$ cat src/isr_map.svh
// bit positions, masks and reset values of the status reporting block
`ifndef ISR_MAP_SVH
`define ISR_MAP_SVH

`define ISR_REG_W          8
`define ISR_ZERO_BYTE      8'h00
`define ISR_OPC_REPLY      8'h01
// standard event bit positions
`define ISR_STD_PON        7
`define ISR_STD_CME        5
`define ISR_STD_EXE        4
`define ISR_STD_QYE        2
`define ISR_STD_OPC        0
`define ISR_STD_RESET      8'h80
// operation event bit positions
`define ISR_OP_COMM        7
`define ISR_OP_CAL         6
`define ISR_OP_TUNE        5
`define ISR_OP_RDG         4
`define ISR_OP_RAMP_ONE    3
`define ISR_OP_RAMP_TWO    2
`define ISR_OP_OVERLOAD    1
`define ISR_OP_ALARM       0
`define ISR_OP_RESET       8'h00
// status byte bit positions
`define ISR_STB_OP_SUM     7
`define ISR_STB_RQS        6
`define ISR_STB_ESB        5
`define ISR_STB_MAV        4
// request enable bit 6 never takes part in the summary
`define ISR_SRE_WMASK      8'hBF

`endif

$ cat src/isr_pkg.sv
// types shared by the status reporting block
package isr_pkg;

  typedef enum logic [3:0] {
    ISR_CMD_ESE_WRITE,
    ISR_CMD_ESE_READ,
    ISR_CMD_ESR_READ,
    ISR_CMD_SRE_WRITE,
    ISR_CMD_SRE_READ,
    ISR_CMD_STB_READ,
    ISR_CMD_CLS,
    ISR_CMD_OPC,
    ISR_CMD_OPC_QUERY,
    ISR_CMD_OP_ENABLE_WRITE,
    ISR_CMD_OP_ENABLE_READ,
    ISR_CMD_OP_EVENT_READ_CLEAR,
    ISR_CMD_OP_CONDITION_READ
  } isr_cmd_t;

endpackage : isr_pkg

$ cat src/isr_top.sv
// status byte, event register sets, service request and operation complete
// Operation
// - power-on sets standard event bit 7
// - command error sets standard bit 5
// - execution error sets standard bit 4
// - lost query output sets standard bit 2
// - armed operation complete sets bit 0
// - standard event read-clear, enable write/read
// - processor link, calibration set op 7,6
// - tuning idle, new reading set op 5,4
// - ramp finished loops set op 3,2
// - overload, visible alarm set op 1,0
// - operation enable, event, condition commands
// - summary bits follow sources, never latch
// - enabled op/standard events drive bits 7,5
// - bit 4 follows output message available
// - bit 6 is enabled summary OR in status query, request in serial poll
// - enabled summary rise raises service request
// - serial poll clears request, keeps summary
// - no new request until register cleared
// - status query returns byte, clears nothing
// - request enable write and read
// - completion query holds, then replies one
// - clear-status clears both event registers
// - queries return binary-weighted register value
`timescale 1ns/1ns
`include "isr_map.svh"
module isr_top (
  // clock and reset
  input  wire logic                core_clk,
  input  wire logic                rst,
  // command port from the parser
  input  wire logic                cmd_valid,
  input  wire isr_pkg::isr_cmd_t   cmd_code,
  input  wire logic [7:0]          cmd_data,
  output logic                     cmd_ready,
  // query answers toward the output buffer
  output logic                     rsp_valid,
  output logic [7:0]               rsp_data,
  output logic                     hold_bus,
  // interface events, one-cycle pulses; ops_pending is a level
  input  wire logic                cmd_error,
  input  wire logic                exec_error,
  input  wire logic                query_error,
  input  wire logic                ops_pending,
  // operation conditions, levels
  input  wire logic                comm_loss_flag,
  input  wire logic                cal_error_flag,
  input  wire logic                tuning_idle_flag,
  input  wire logic                new_reading_flag,
  input  wire logic                loop_one_ramp_finished,
  input  wire logic                loop_two_ramp_finished,
  input  wire logic                input_overload_flag,
  input  wire logic                alarm_active,
  input  wire logic                alarm_visible,
  // output buffer state
  input  wire logic                msg_available,
  // serial poll and service request
  input  wire logic                serial_poll,
  output logic                     poll_valid,
  output logic [7:0]               poll_data,
  output logic                     srq
);
  import isr_pkg::*;

  // ******************************************************************
  // state
  // ******************************************************************
  typedef struct packed {
    logic [7:0] std_enable;
    logic [7:0] op_enable;
    logic [7:0] srq_enable;
    logic [2:0] summ_prev;
    logic       rqs;
    logic       opc_armed;
    logic       opc_wait;
    logic       opc_done;
    logic       rsp_valid;
    logic [7:0] rsp_data;
    logic       poll_valid;
    logic [7:0] poll_data;
  } isr_state_t;

  isr_state_t st;
  isr_state_t next_st;

  logic [7:0] std_flags;
  logic [7:0] op_flags;
  logic [7:0] std_cond;
  logic [7:0] op_cond;
  logic       std_clear;
  logic       op_clear;
  logic       take;
  logic       operation_summary_flag;
  logic       esb;
  logic       mav;
  logic [2:0] summ_en;
  logic [2:0] summ_rise;
  logic       mss;
  logic [7:0] status_byte;

  // ******************************************************************
  // event register sets
  // ******************************************************************
  assign take = cmd_valid & cmd_ready;

  always_comb begin
    std_cond = `ISR_ZERO_BYTE;
    std_cond[`ISR_STD_CME] = cmd_error;
    std_cond[`ISR_STD_EXE] = exec_error;
    std_cond[`ISR_STD_QYE] = query_error;
    std_cond[`ISR_STD_OPC] = st.opc_done;
  end

  always_comb begin
    op_cond = `ISR_ZERO_BYTE;
    op_cond[`ISR_OP_COMM]  = comm_loss_flag;
    op_cond[`ISR_OP_CAL]   = cal_error_flag;
    op_cond[`ISR_OP_TUNE]  = tuning_idle_flag;
    op_cond[`ISR_OP_RDG]   = new_reading_flag;
    op_cond[`ISR_OP_RAMP_ONE] = loop_one_ramp_finished;
    op_cond[`ISR_OP_RAMP_TWO] = loop_two_ramp_finished;
    op_cond[`ISR_OP_OVERLOAD] = input_overload_flag;
    op_cond[`ISR_OP_ALARM] = alarm_active & alarm_visible;
  end

  assign std_clear = take & ((cmd_code == ISR_CMD_ESR_READ) | (cmd_code == ISR_CMD_CLS));
  assign op_clear  = take & ((cmd_code == ISR_CMD_OP_EVENT_READ_CLEAR) | (cmd_code == ISR_CMD_CLS));

  isr_event_reg #(
    .WIDTH       (`ISR_REG_W),
    .RESET_FLAGS (`ISR_STD_RESET)
  ) u_std_events (
    .core_clk (core_clk),
    .rst      (rst),
    .cond     (std_cond),
    .clear    (std_clear),
    .flags    (std_flags)
  );

  isr_event_reg #(
    .WIDTH       (`ISR_REG_W),
    .RESET_FLAGS (`ISR_OP_RESET)
  ) u_op_events (
    .core_clk (core_clk),
    .rst      (rst),
    .cond     (op_cond),
    .clear    (op_clear),
    .flags    (op_flags)
  );

  // ******************************************************************
  // status byte and service request
  // ******************************************************************
  // summaries are combinational
  assign operation_summary_flag = |(op_flags & st.op_enable);
  assign esb = |(std_flags & st.std_enable);
  assign mav = msg_available;

  assign summ_en = {operation_summary_flag & st.srq_enable[`ISR_STB_OP_SUM],
                    esb & st.srq_enable[`ISR_STB_ESB],
                    mav & st.srq_enable[`ISR_STB_MAV]};
  assign mss = |summ_en;
  // a summary already high gives no rise
  assign summ_rise = summ_en & ~st.summ_prev;

  always_comb begin
    status_byte = `ISR_ZERO_BYTE;
    status_byte[`ISR_STB_OP_SUM] = operation_summary_flag;
    status_byte[`ISR_STB_ESB] = esb;
    status_byte[`ISR_STB_MAV] = mav;
  end

  // ******************************************************************
  // command decode and sequencing
  // ******************************************************************
  always_comb begin
    next_st            = st;
    next_st.summ_prev  = summ_en;
    next_st.rsp_valid  = 1'b0;
    next_st.poll_valid = 1'b0;
    next_st.opc_done   = 1'b0;
    // poll clears request only; rise sets, set wins
    next_st.rqs = (st.rqs & ~serial_poll) | (|summ_rise);
    if (serial_poll) begin
      next_st.poll_valid = 1'b1;
      next_st.poll_data  = status_byte;
      next_st.poll_data[`ISR_STB_RQS] = st.rqs;
    end
    // arm clears once nothing is pending
    if (st.opc_armed && !ops_pending) begin
      next_st.opc_armed = 1'b0;
      next_st.opc_done  = 1'b1;
    end
    if (st.opc_wait && !ops_pending) begin
      next_st.opc_wait  = 1'b0;
      next_st.rsp_valid = 1'b1;
      next_st.rsp_data  = `ISR_OPC_REPLY;
    end
    if (take) begin
      // answers are the raw weighted byte
      case (cmd_code)
        ISR_CMD_ESE_WRITE: begin
          next_st.std_enable = cmd_data;
        end
        ISR_CMD_ESE_READ: begin
          next_st.rsp_valid = 1'b1;
          next_st.rsp_data  = st.std_enable;
        end
        ISR_CMD_ESR_READ: begin
          next_st.rsp_valid = 1'b1;
          next_st.rsp_data  = std_flags;
        end
        ISR_CMD_SRE_WRITE: begin
          next_st.srq_enable = cmd_data & `ISR_SRE_WMASK;
        end
        ISR_CMD_SRE_READ: begin
          next_st.rsp_valid = 1'b1;
          next_st.rsp_data  = st.srq_enable;
        end
        ISR_CMD_STB_READ: begin
          next_st.rsp_valid = 1'b1;
          next_st.rsp_data  = status_byte;
          next_st.rsp_data[`ISR_STB_RQS] = mss;
        end
        ISR_CMD_CLS: begin
          next_st.opc_armed = 1'b0;
        end
        ISR_CMD_OPC: begin
          next_st.opc_armed = 1'b1;
        end
        ISR_CMD_OPC_QUERY: begin
          next_st.opc_wait = 1'b1;
        end
        ISR_CMD_OP_ENABLE_WRITE: begin
          next_st.op_enable = cmd_data;
        end
        ISR_CMD_OP_ENABLE_READ: begin
          next_st.rsp_valid = 1'b1;
          next_st.rsp_data  = st.op_enable;
        end
        ISR_CMD_OP_EVENT_READ_CLEAR: begin
          next_st.rsp_valid = 1'b1;
          next_st.rsp_data  = op_flags;
        end
        ISR_CMD_OP_CONDITION_READ: begin
          next_st.rsp_valid = 1'b1;
          next_st.rsp_data  = op_cond;
        end
        default: begin
          next_st.rsp_valid = 1'b0;
        end
      endcase
    end
  end

  always_ff @(posedge core_clk or posedge rst) begin
    if (rst) begin
      st <= '0;
    end else begin
      st <= next_st;
    end
  end

  // ******************************************************************
  // outputs
  // ******************************************************************
  // commands refused while completion query waits
  assign cmd_ready  = ~st.opc_wait;
  assign hold_bus   = st.opc_wait;
  assign rsp_valid  = st.rsp_valid;
  assign rsp_data   = st.rsp_data;
  assign poll_valid = st.poll_valid;
  assign poll_data  = st.poll_data;
  assign srq        = st.rqs;
endmodule : isr_top

$ cat src/isr_event_reg.sv
// edge-latched event register with read-and-clear
`timescale 1ns/1ns
module isr_event_reg #(
  parameter int               WIDTH       = 8,
  parameter logic [WIDTH-1:0] RESET_FLAGS = '0
) (
  // clock and reset
  input  wire logic             core_clk,
  input  wire logic             rst,
  // condition inputs and clear
  input  wire logic [WIDTH-1:0] cond,
  input  wire logic             clear,
  // latched events
  output logic      [WIDTH-1:0] flags
);

  typedef struct packed {
    logic [WIDTH-1:0] flags;
    logic [WIDTH-1:0] prev;
  } isr_evt_state_t;

  isr_evt_state_t st;
  isr_evt_state_t next_st;

  if (WIDTH < 1) begin : g_chk
    $error("isr_event_reg: WIDTH must be at least 1");
  end

  always_comb begin
    next_st      = st;
    next_st.prev = cond;
    // latch on rise
    // set wins over a clear in the same cycle
    next_st.flags = (clear ? '0 : st.flags) | (cond & ~st.prev);
  end

  always_ff @(posedge core_clk or posedge rst) begin
    if (rst) begin
      st.flags <= RESET_FLAGS;
      st.prev  <= '0;
    end else begin
      st <= next_st;
    end
  end

  assign flags = st.flags;

endmodule : isr_event_reg

$ cat config.mk
export PLATFORM = sky130hd
export DESIGN_NAME = isr_top
export DESIGN_NICKNAME = d
export VERILOG_FILES = /design/src/isr_pkg.sv /design/src/isr_top.sv /design/src/isr_event_reg.sv
export VERILOG_INCLUDE_DIRS = /design/src
export SDC_FILE = /design/constraint.sdc
export NUM_CORES = 1
export LEC_CHECK = 0
export BUFFER_PORTS_ARGS = -buffer_cell sky130_fd_sc_hd__buf_4
export CAP_MARGIN = 20
export CORE_ASPECT_RATIO = 0.6
export CORE_MARGIN = 2
export CORE_UTILIZATION = 45
export DETAILED_ROUTE_END_ITERATION = 8
export PLACE_DENSITY = 0.72
export SKIP_LAST_GASP = 1
export SLEW_MARGIN = 25
export SYNTH_ARGS = -nofsm -noshare
export SYNTH_HDL_FRONTEND = slang
export SYNTH_SLANG_ARGS = --single-unit
$ cat constraint.sdc
create_clock -name core_clk -period 2.85 [get_ports core_clk]
set_clock_uncertainty 0.05 [all_clocks]
set_input_delay 0.285 -clock core_clk [delete_from_list [all_inputs] [get_ports core_clk]]
set_output_delay 0.285 -clock core_clk [all_outputs]
set_load 0.02 [all_outputs]
==> impl_metrics.prom <==
# TYPE chip_impl_metric gauge
chip_impl_metric{name="placementRows",unit=""} 23
chip_impl_metric{name="die_area",unit="um2"} 7898
chip_impl_metric{name="route.detailed.vias_per_inst",unit=""} 5.526
chip_impl_metric{name="drcViolationCount",unit=""} 0
chip_impl_metric{name="maxCapViolations",unit=""} 0
chip_impl_metric{name="ys_warn_count",unit=""} 0
chip_impl_metric{name="io_pins",unit=""} 51
chip_impl_metric{name="ff2ff_setup_slack",unit="ps"} 1160
chip_impl_metric{name="final_max_slew_viol_count",unit=""} 0
chip_impl_metric{name="timing.critical_path.fanout_max",unit=""} 3
chip_impl_metric{name="pin_count_of_the_biggest_net_entering_global_routing",unit=""} 70
chip_impl_metric{name="cts.htree.levels",unit=""} 3
chip_impl_metric{name="max_stage_delay",unit="ps"} 430
chip_impl_metric{name="drtIter0Drc",unit=""} 265
chip_impl_metric{name="coreArea",unit="um2"} 6820
chip_impl_metric{name="clk-insertion-delay-late",unit="ps"} 330
chip_impl_metric{name="fraction_of_the_yosys_area_taken_by_sequential_cells",unit="%"} 53.46
chip_impl_metric{name="worst_slack",unit="ps"} 1160
chip_impl_metric{name="synthesis.area",unit="um2"} 3232
chip_impl_metric{name="initial_utilization",unit="%"} 47.39
chip_impl_metric{name="hold_violations",unit=""} 0
chip_impl_metric{name="place.gp.congestion",unit=""} 0.9677
chip_impl_metric{name="static-leakage-power",unit="nW"} 1.811
chip_impl_metric{name="number_of_buffers_inserted_by_port_buffering",unit=""} 46
chip_impl_metric{name="routed_wire_length_per_instance",unit="um"} 18.02
chip_impl_metric{name="clk_path_buf_depth",unit=""} 2
chip_impl_metric{name="grt_use_total",unit="%"} 20.94
chip_impl_metric{name="synth.distinct_cells",unit=""} 49
chip_impl_metric{name="drtAntennaViolNets",unit=""} 0
chip_impl_info{name="synth_top_family_by_area",value="compound AO/OA/AOI/OAI gates"} 1
chip_impl_metric{name="routed_wirelength",unit="um"} 7569
chip_impl_metric{name="preCtsSetupSlack",unit="ps"} 1063
chip_impl_metric{name="slew_headroom",unit="%"} 43.18
chip_impl_metric{name="grt_antenna_before_repair",unit=""} 0
chip_impl_metric{name="hold_buffers",unit=""} 0
chip_impl_metric{name="avgSynthCellArea",unit="um2"} 10.99
chip_impl_metric{name="detailedPlacementHpwl",unit="um"} 5577
chip_impl_metric{name="num-fill-cells",unit=""} 603
chip_impl_info{name="cts_tree",value="done"} 1
chip_impl_info{name="worstReg2RegStart",value="st[41]"} 1
chip_impl_info{name="run_status",value="finished, final reports clean"} 1
chip_impl_metric{name="drtPass1Iterations",unit=""} 5
chip_impl_metric{name="synthSimpleGateAreaFrac",unit="%"} 13.05
chip_impl_metric{name="synth_fa_ha_area_share",unit="%"} 0
chip_impl_metric{name="finish.net_count",unit=""} 358
chip_impl_metric{name="synth_compound_area_share",unit="%"} 14.05
chip_impl_info{name="timing.setup.critical_path_class",value="register to register"} 1
chip_impl_metric{name="finalHoldWorstSlack",unit="ps"} 16.37
chip_impl_info{name="ys.flop_type",value="sky130_fd_sc_hd__dfrtp_1"} 1
chip_impl_metric{name="async_reset_ff_share",unit="%"} 100.0
chip_impl_info{name="hp-start",value="exec_error"} 1
chip_impl_metric{name="storage_cell_area",unit="um2"} 1728
chip_impl_metric{name="overall_power",unit="W"} 0.002878
chip_impl_info{name="critical_path.startpoint",value="st[41]"} 1
chip_impl_metric{name="arrival",unit="ps"} 1850
chip_impl_metric{name="timing.critical_path.buf_inv",unit=""} 0
chip_impl_metric{name="final_cell_area",unit="um2"} 3811
chip_impl_metric{name="first_global_vias",unit=""} 2269
chip_impl_metric{name="max_clock_freq",unit="MHz"} 591.6
chip_impl_metric{name="cts_buffers",unit=""} 9
chip_impl_metric{name="tns",unit="ps"} 0
chip_impl_metric{name="muxShareOfSynthArea",unit="%"} 10.69
chip_impl_metric{name="grt.overflow.total",unit=""} 0
chip_impl_metric{name="synth.ff_latch_count",unit=""} 69
chip_impl_info{name="cpLargestDelayFamily",value="compound AO/OA/AOI/OAI gates"} 1
chip_impl_metric{name="final_layout_size_suffix_gt1_share",unit="%"} 30.93
chip_impl_metric{name="wire_length_of_the_first_global_routing_pass",unit="um"} 12430
chip_impl_info{name="worstPathCellList",value="a222oi_1 > nand2_1 > nand2_2 > a311oi_1 > a311o_1"} 1
chip_impl_metric{name="r2r_cells",unit=""} 5
chip_impl_metric{name="numClockSinks",unit=""} 69
chip_impl_metric{name="placed_area",unit="um2"} 3512
chip_impl_metric{name="floorplan.die.width",unit="um"} 113.4
chip_impl_metric{name="areaGrowthSynthToFinish",unit="%"} 17.93
chip_impl_metric{name="final_worst_path_period_share",unit="%"} 59.31
chip_impl_metric{name="post_cts_resized",unit=""} 0
chip_impl_metric{name="worst_slew_pin_slew",unit="ps"} 852.3
chip_impl_info{name="worst_setup_path_start_kind",value="register"} 1
chip_impl_metric{name="critical_path_required",unit="ps"} 3010
chip_impl_metric{name="power_density",unit="nW/um2"} 755.2
chip_impl_info{name="r2r-end",value="rsp_data[6]"} 1
chip_impl_metric{name="synth_xor_xnor_area_share",unit="%"} 0
chip_impl_metric{name="post_synth_edffs",unit=""} 0
chip_impl_info{name="critical_path_slowest_stage_cell",value="sky130_fd_sc_hd__a222oi_1"} 1
chip_impl_metric{name="final.min_clock_period",unit="ps"} 1690
chip_impl_metric{name="postSynthCellCount",unit=""} 294
chip_impl_metric{name="die_height",unit="um"} 69.65
chip_impl_info{name="rsz0062_at_grt",value="false"} 1
chip_impl_info{name="cp-end-kind",value="register"} 1
chip_impl_info{name="clock_tree.root_cell",value="sky130_fd_sc_hd__clkbuf_16"} 1
chip_impl_metric{name="detailroute.via_count",unit=""} 2321
chip_impl_metric{name="hold_path_depth",unit=""} 1
chip_impl_metric{name="max-vdd-ir-drop",unit="uV"} 430.6
chip_impl_metric{name="insertedDiodeCount",unit=""} 0
chip_impl_metric{name="clkTransAtPathRegs",unit="ps"} 50
chip_impl_metric{name="cts_post_setup_buffers_inserted",unit=""} 0
chip_impl_metric{name="setup_violations",unit=""} 0
chip_impl_info{name="hold_path_class",value="input pin to register"} 1
chip_impl_metric{name="multiInputGateArea",unit="um2"} 1236
chip_impl_info{name="whs_endpoint",value="u_std_events.st[4]"} 1
-- final cells by class --
| class | instances | area share [%] |
|---|---|---|
| flip-flops and latches | 69 | 45.34 |
| inverters | 21 | 2.068 |
| well taps | 87 | 2.856 |
| repair buffers | 48 | 9.455 |
| clock inverters | 2 | 0.9192 |
| multi-input cells | 179 | 32.44 |
| clock buffers | 14 | 6.927 |
-- worst max-delay path by stage --
stage / end / slack, ps / depth (start not counted)
finish: rsp_data[6] / 1160 / 5
floorplan: hold_bus / 780 / 1
global route: rsp_data[5] / 1000 / 4
detailed placement: rsp_data[6] / 1060 / 6
global placement: rsp_data[6] / 1100 / 6
CTS: rsp_data[6] / 1170 / 5
-- cell usage in the layout, fill, tap and decap left out, types with 2 or more instances in the layout --
master / count
sky130_fd_sc_hd__o21ai_1: 4
sky130_fd_sc_hd__buf_4: 48
sky130_fd_sc_hd__clkbuf_16: 9
sky130_fd_sc_hd__clkbuf_1: 3
sky130_fd_sc_hd__inv_1: 20
sky130_fd_sc_hd__nand2_1: 29
sky130_fd_sc_hd__a22o_1: 3
sky130_fd_sc_hd__nor3_1: 4
sky130_fd_sc_hd__and2b_1: 2
sky130_fd_sc_hd__nand3_2: 3
sky130_fd_sc_hd__a221oi_1: 3
sky130_fd_sc_hd__a31oi_1: 2
sky130_fd_sc_hd__mux2_2: 28
sky130_fd_sc_hd__nand3_1: 9
sky130_fd_sc_hd__a32oi_1: 2
sky130_fd_sc_hd__nor2b_1: 5
sky130_fd_sc_hd__clkbuf_8: 2
sky130_fd_sc_hd__a21oi_1: 8
sky130_fd_sc_hd__and3_1: 2
sky130_fd_sc_hd__nor2_1: 12
sky130_fd_sc_hd__mux2i_1: 3
sky130_fd_sc_hd__dfrtp_1: 68
sky130_fd_sc_hd__a32o_1: 2
sky130_fd_sc_hd__conb_1: 4
sky130_fd_sc_hd__a22oi_1: 11
sky130_fd_sc_hd__o22ai_1: 3
sky130_fd_sc_hd__o21ai_0: 15
sky130_fd_sc_hd__nand2b_4: 2
sky130_fd_sc_hd__o32ai_1: 3
sky130_fd_sc_hd__nand2b_1: 2
-- synth_stat cells (2+ instances only) --
library cell / n / area (um2)
sky130_fd_sc_hd__dfrtp_1: 68 / 1702
sky130_fd_sc_hd__nand2_1: 29 / 108.9
sky130_fd_sc_hd__mux2_2: 28 / 315.3
sky130_fd_sc_hd__inv_1: 21 / 78.83
sky130_fd_sc_hd__buf_4: 20 / 150.1
sky130_fd_sc_hd__o21ai_0: 15 / 75.07
sky130_fd_sc_hd__nor2_1: 12 / 45.04
sky130_fd_sc_hd__a22oi_1: 11 / 82.58
sky130_fd_sc_hd__nand3_1: 9 / 45.04
sky130_fd_sc_hd__a21oi_1: 8 / 40.04
sky130_fd_sc_hd__nor2b_1: 5 / 31.28
sky130_fd_sc_hd__buf_2: 4 / 20.02
sky130_fd_sc_hd__nor3_1: 4 / 20.02
sky130_fd_sc_hd__o21ai_1: 4 / 20.02
sky130_fd_sc_hd__a221oi_1: 3 / 26.28
sky130_fd_sc_hd__a22o_1: 3 / 26.28
sky130_fd_sc_hd__mux2i_1: 3 / 30.03
sky130_fd_sc_hd__nand3_2: 3 / 30.03
sky130_fd_sc_hd__o22ai_1: 3 / 18.77
sky130_fd_sc_hd__o32ai_1: 3 / 26.28
sky130_fd_sc_hd__a31oi_1: 2 / 12.51
sky130_fd_sc_hd__a32o_1: 2 / 20.02
sky130_fd_sc_hd__a32oi_1: 2 / 17.52
sky130_fd_sc_hd__and2b_1: 2 / 15.01
sky130_fd_sc_hd__and3_1: 2 / 12.51
sky130_fd_sc_hd__buf_6: 2 / 22.52
sky130_fd_sc_hd__clkbuf_1: 2 / 7.510
sky130_fd_sc_hd__nand2b_1: 2 / 12.51
sky130_fd_sc_hd__nand2b_4: 2 / 27.53
-- per-stage QoR --
stage	instances	utilization, %
floorplan	297	-
global placement	404	51.50
detailed placement	404	51.50
CTS	420	55.88
global route	420	55.88
finish	420	55.88
-- state kept, by name (all words and copies together) (netlist names) --
signal,cells
u_std_events.flags,5
rsp_valid,1
u_op_events.st,8
poll_data,4
u_op_events.flags,8
srq,1
hold_bus,1
rsp_data,8
poll_valid,1
st,28
u_std_events.st,4
-- logic make-up after synthesis --
group	after synthesis
mux	31
buf+inv	49
compound gates	65
simple gates	79
flops	69
other cells	1
-- per-layer routing --
metal / global-route usage [%] / vias to the layer above / share of wire [%]
met5: 0 / - / 0
met4: 6.504 / 0 / 1.3
met3: 7.168 / 8 / 10
met2: 26.75 / 116 / 39
met1: 32.69 / 1113 / 49
li1: - / 1084 / -
-- report_power, final --
group          switching [W]  internal (W)
combinational       0.000270      0.000239
sequential          0.000127       0.00114
clock               0.000379      0.000723
total               0.000776       0.00210
Note: power is estimated with default switching activity, not from simulation.
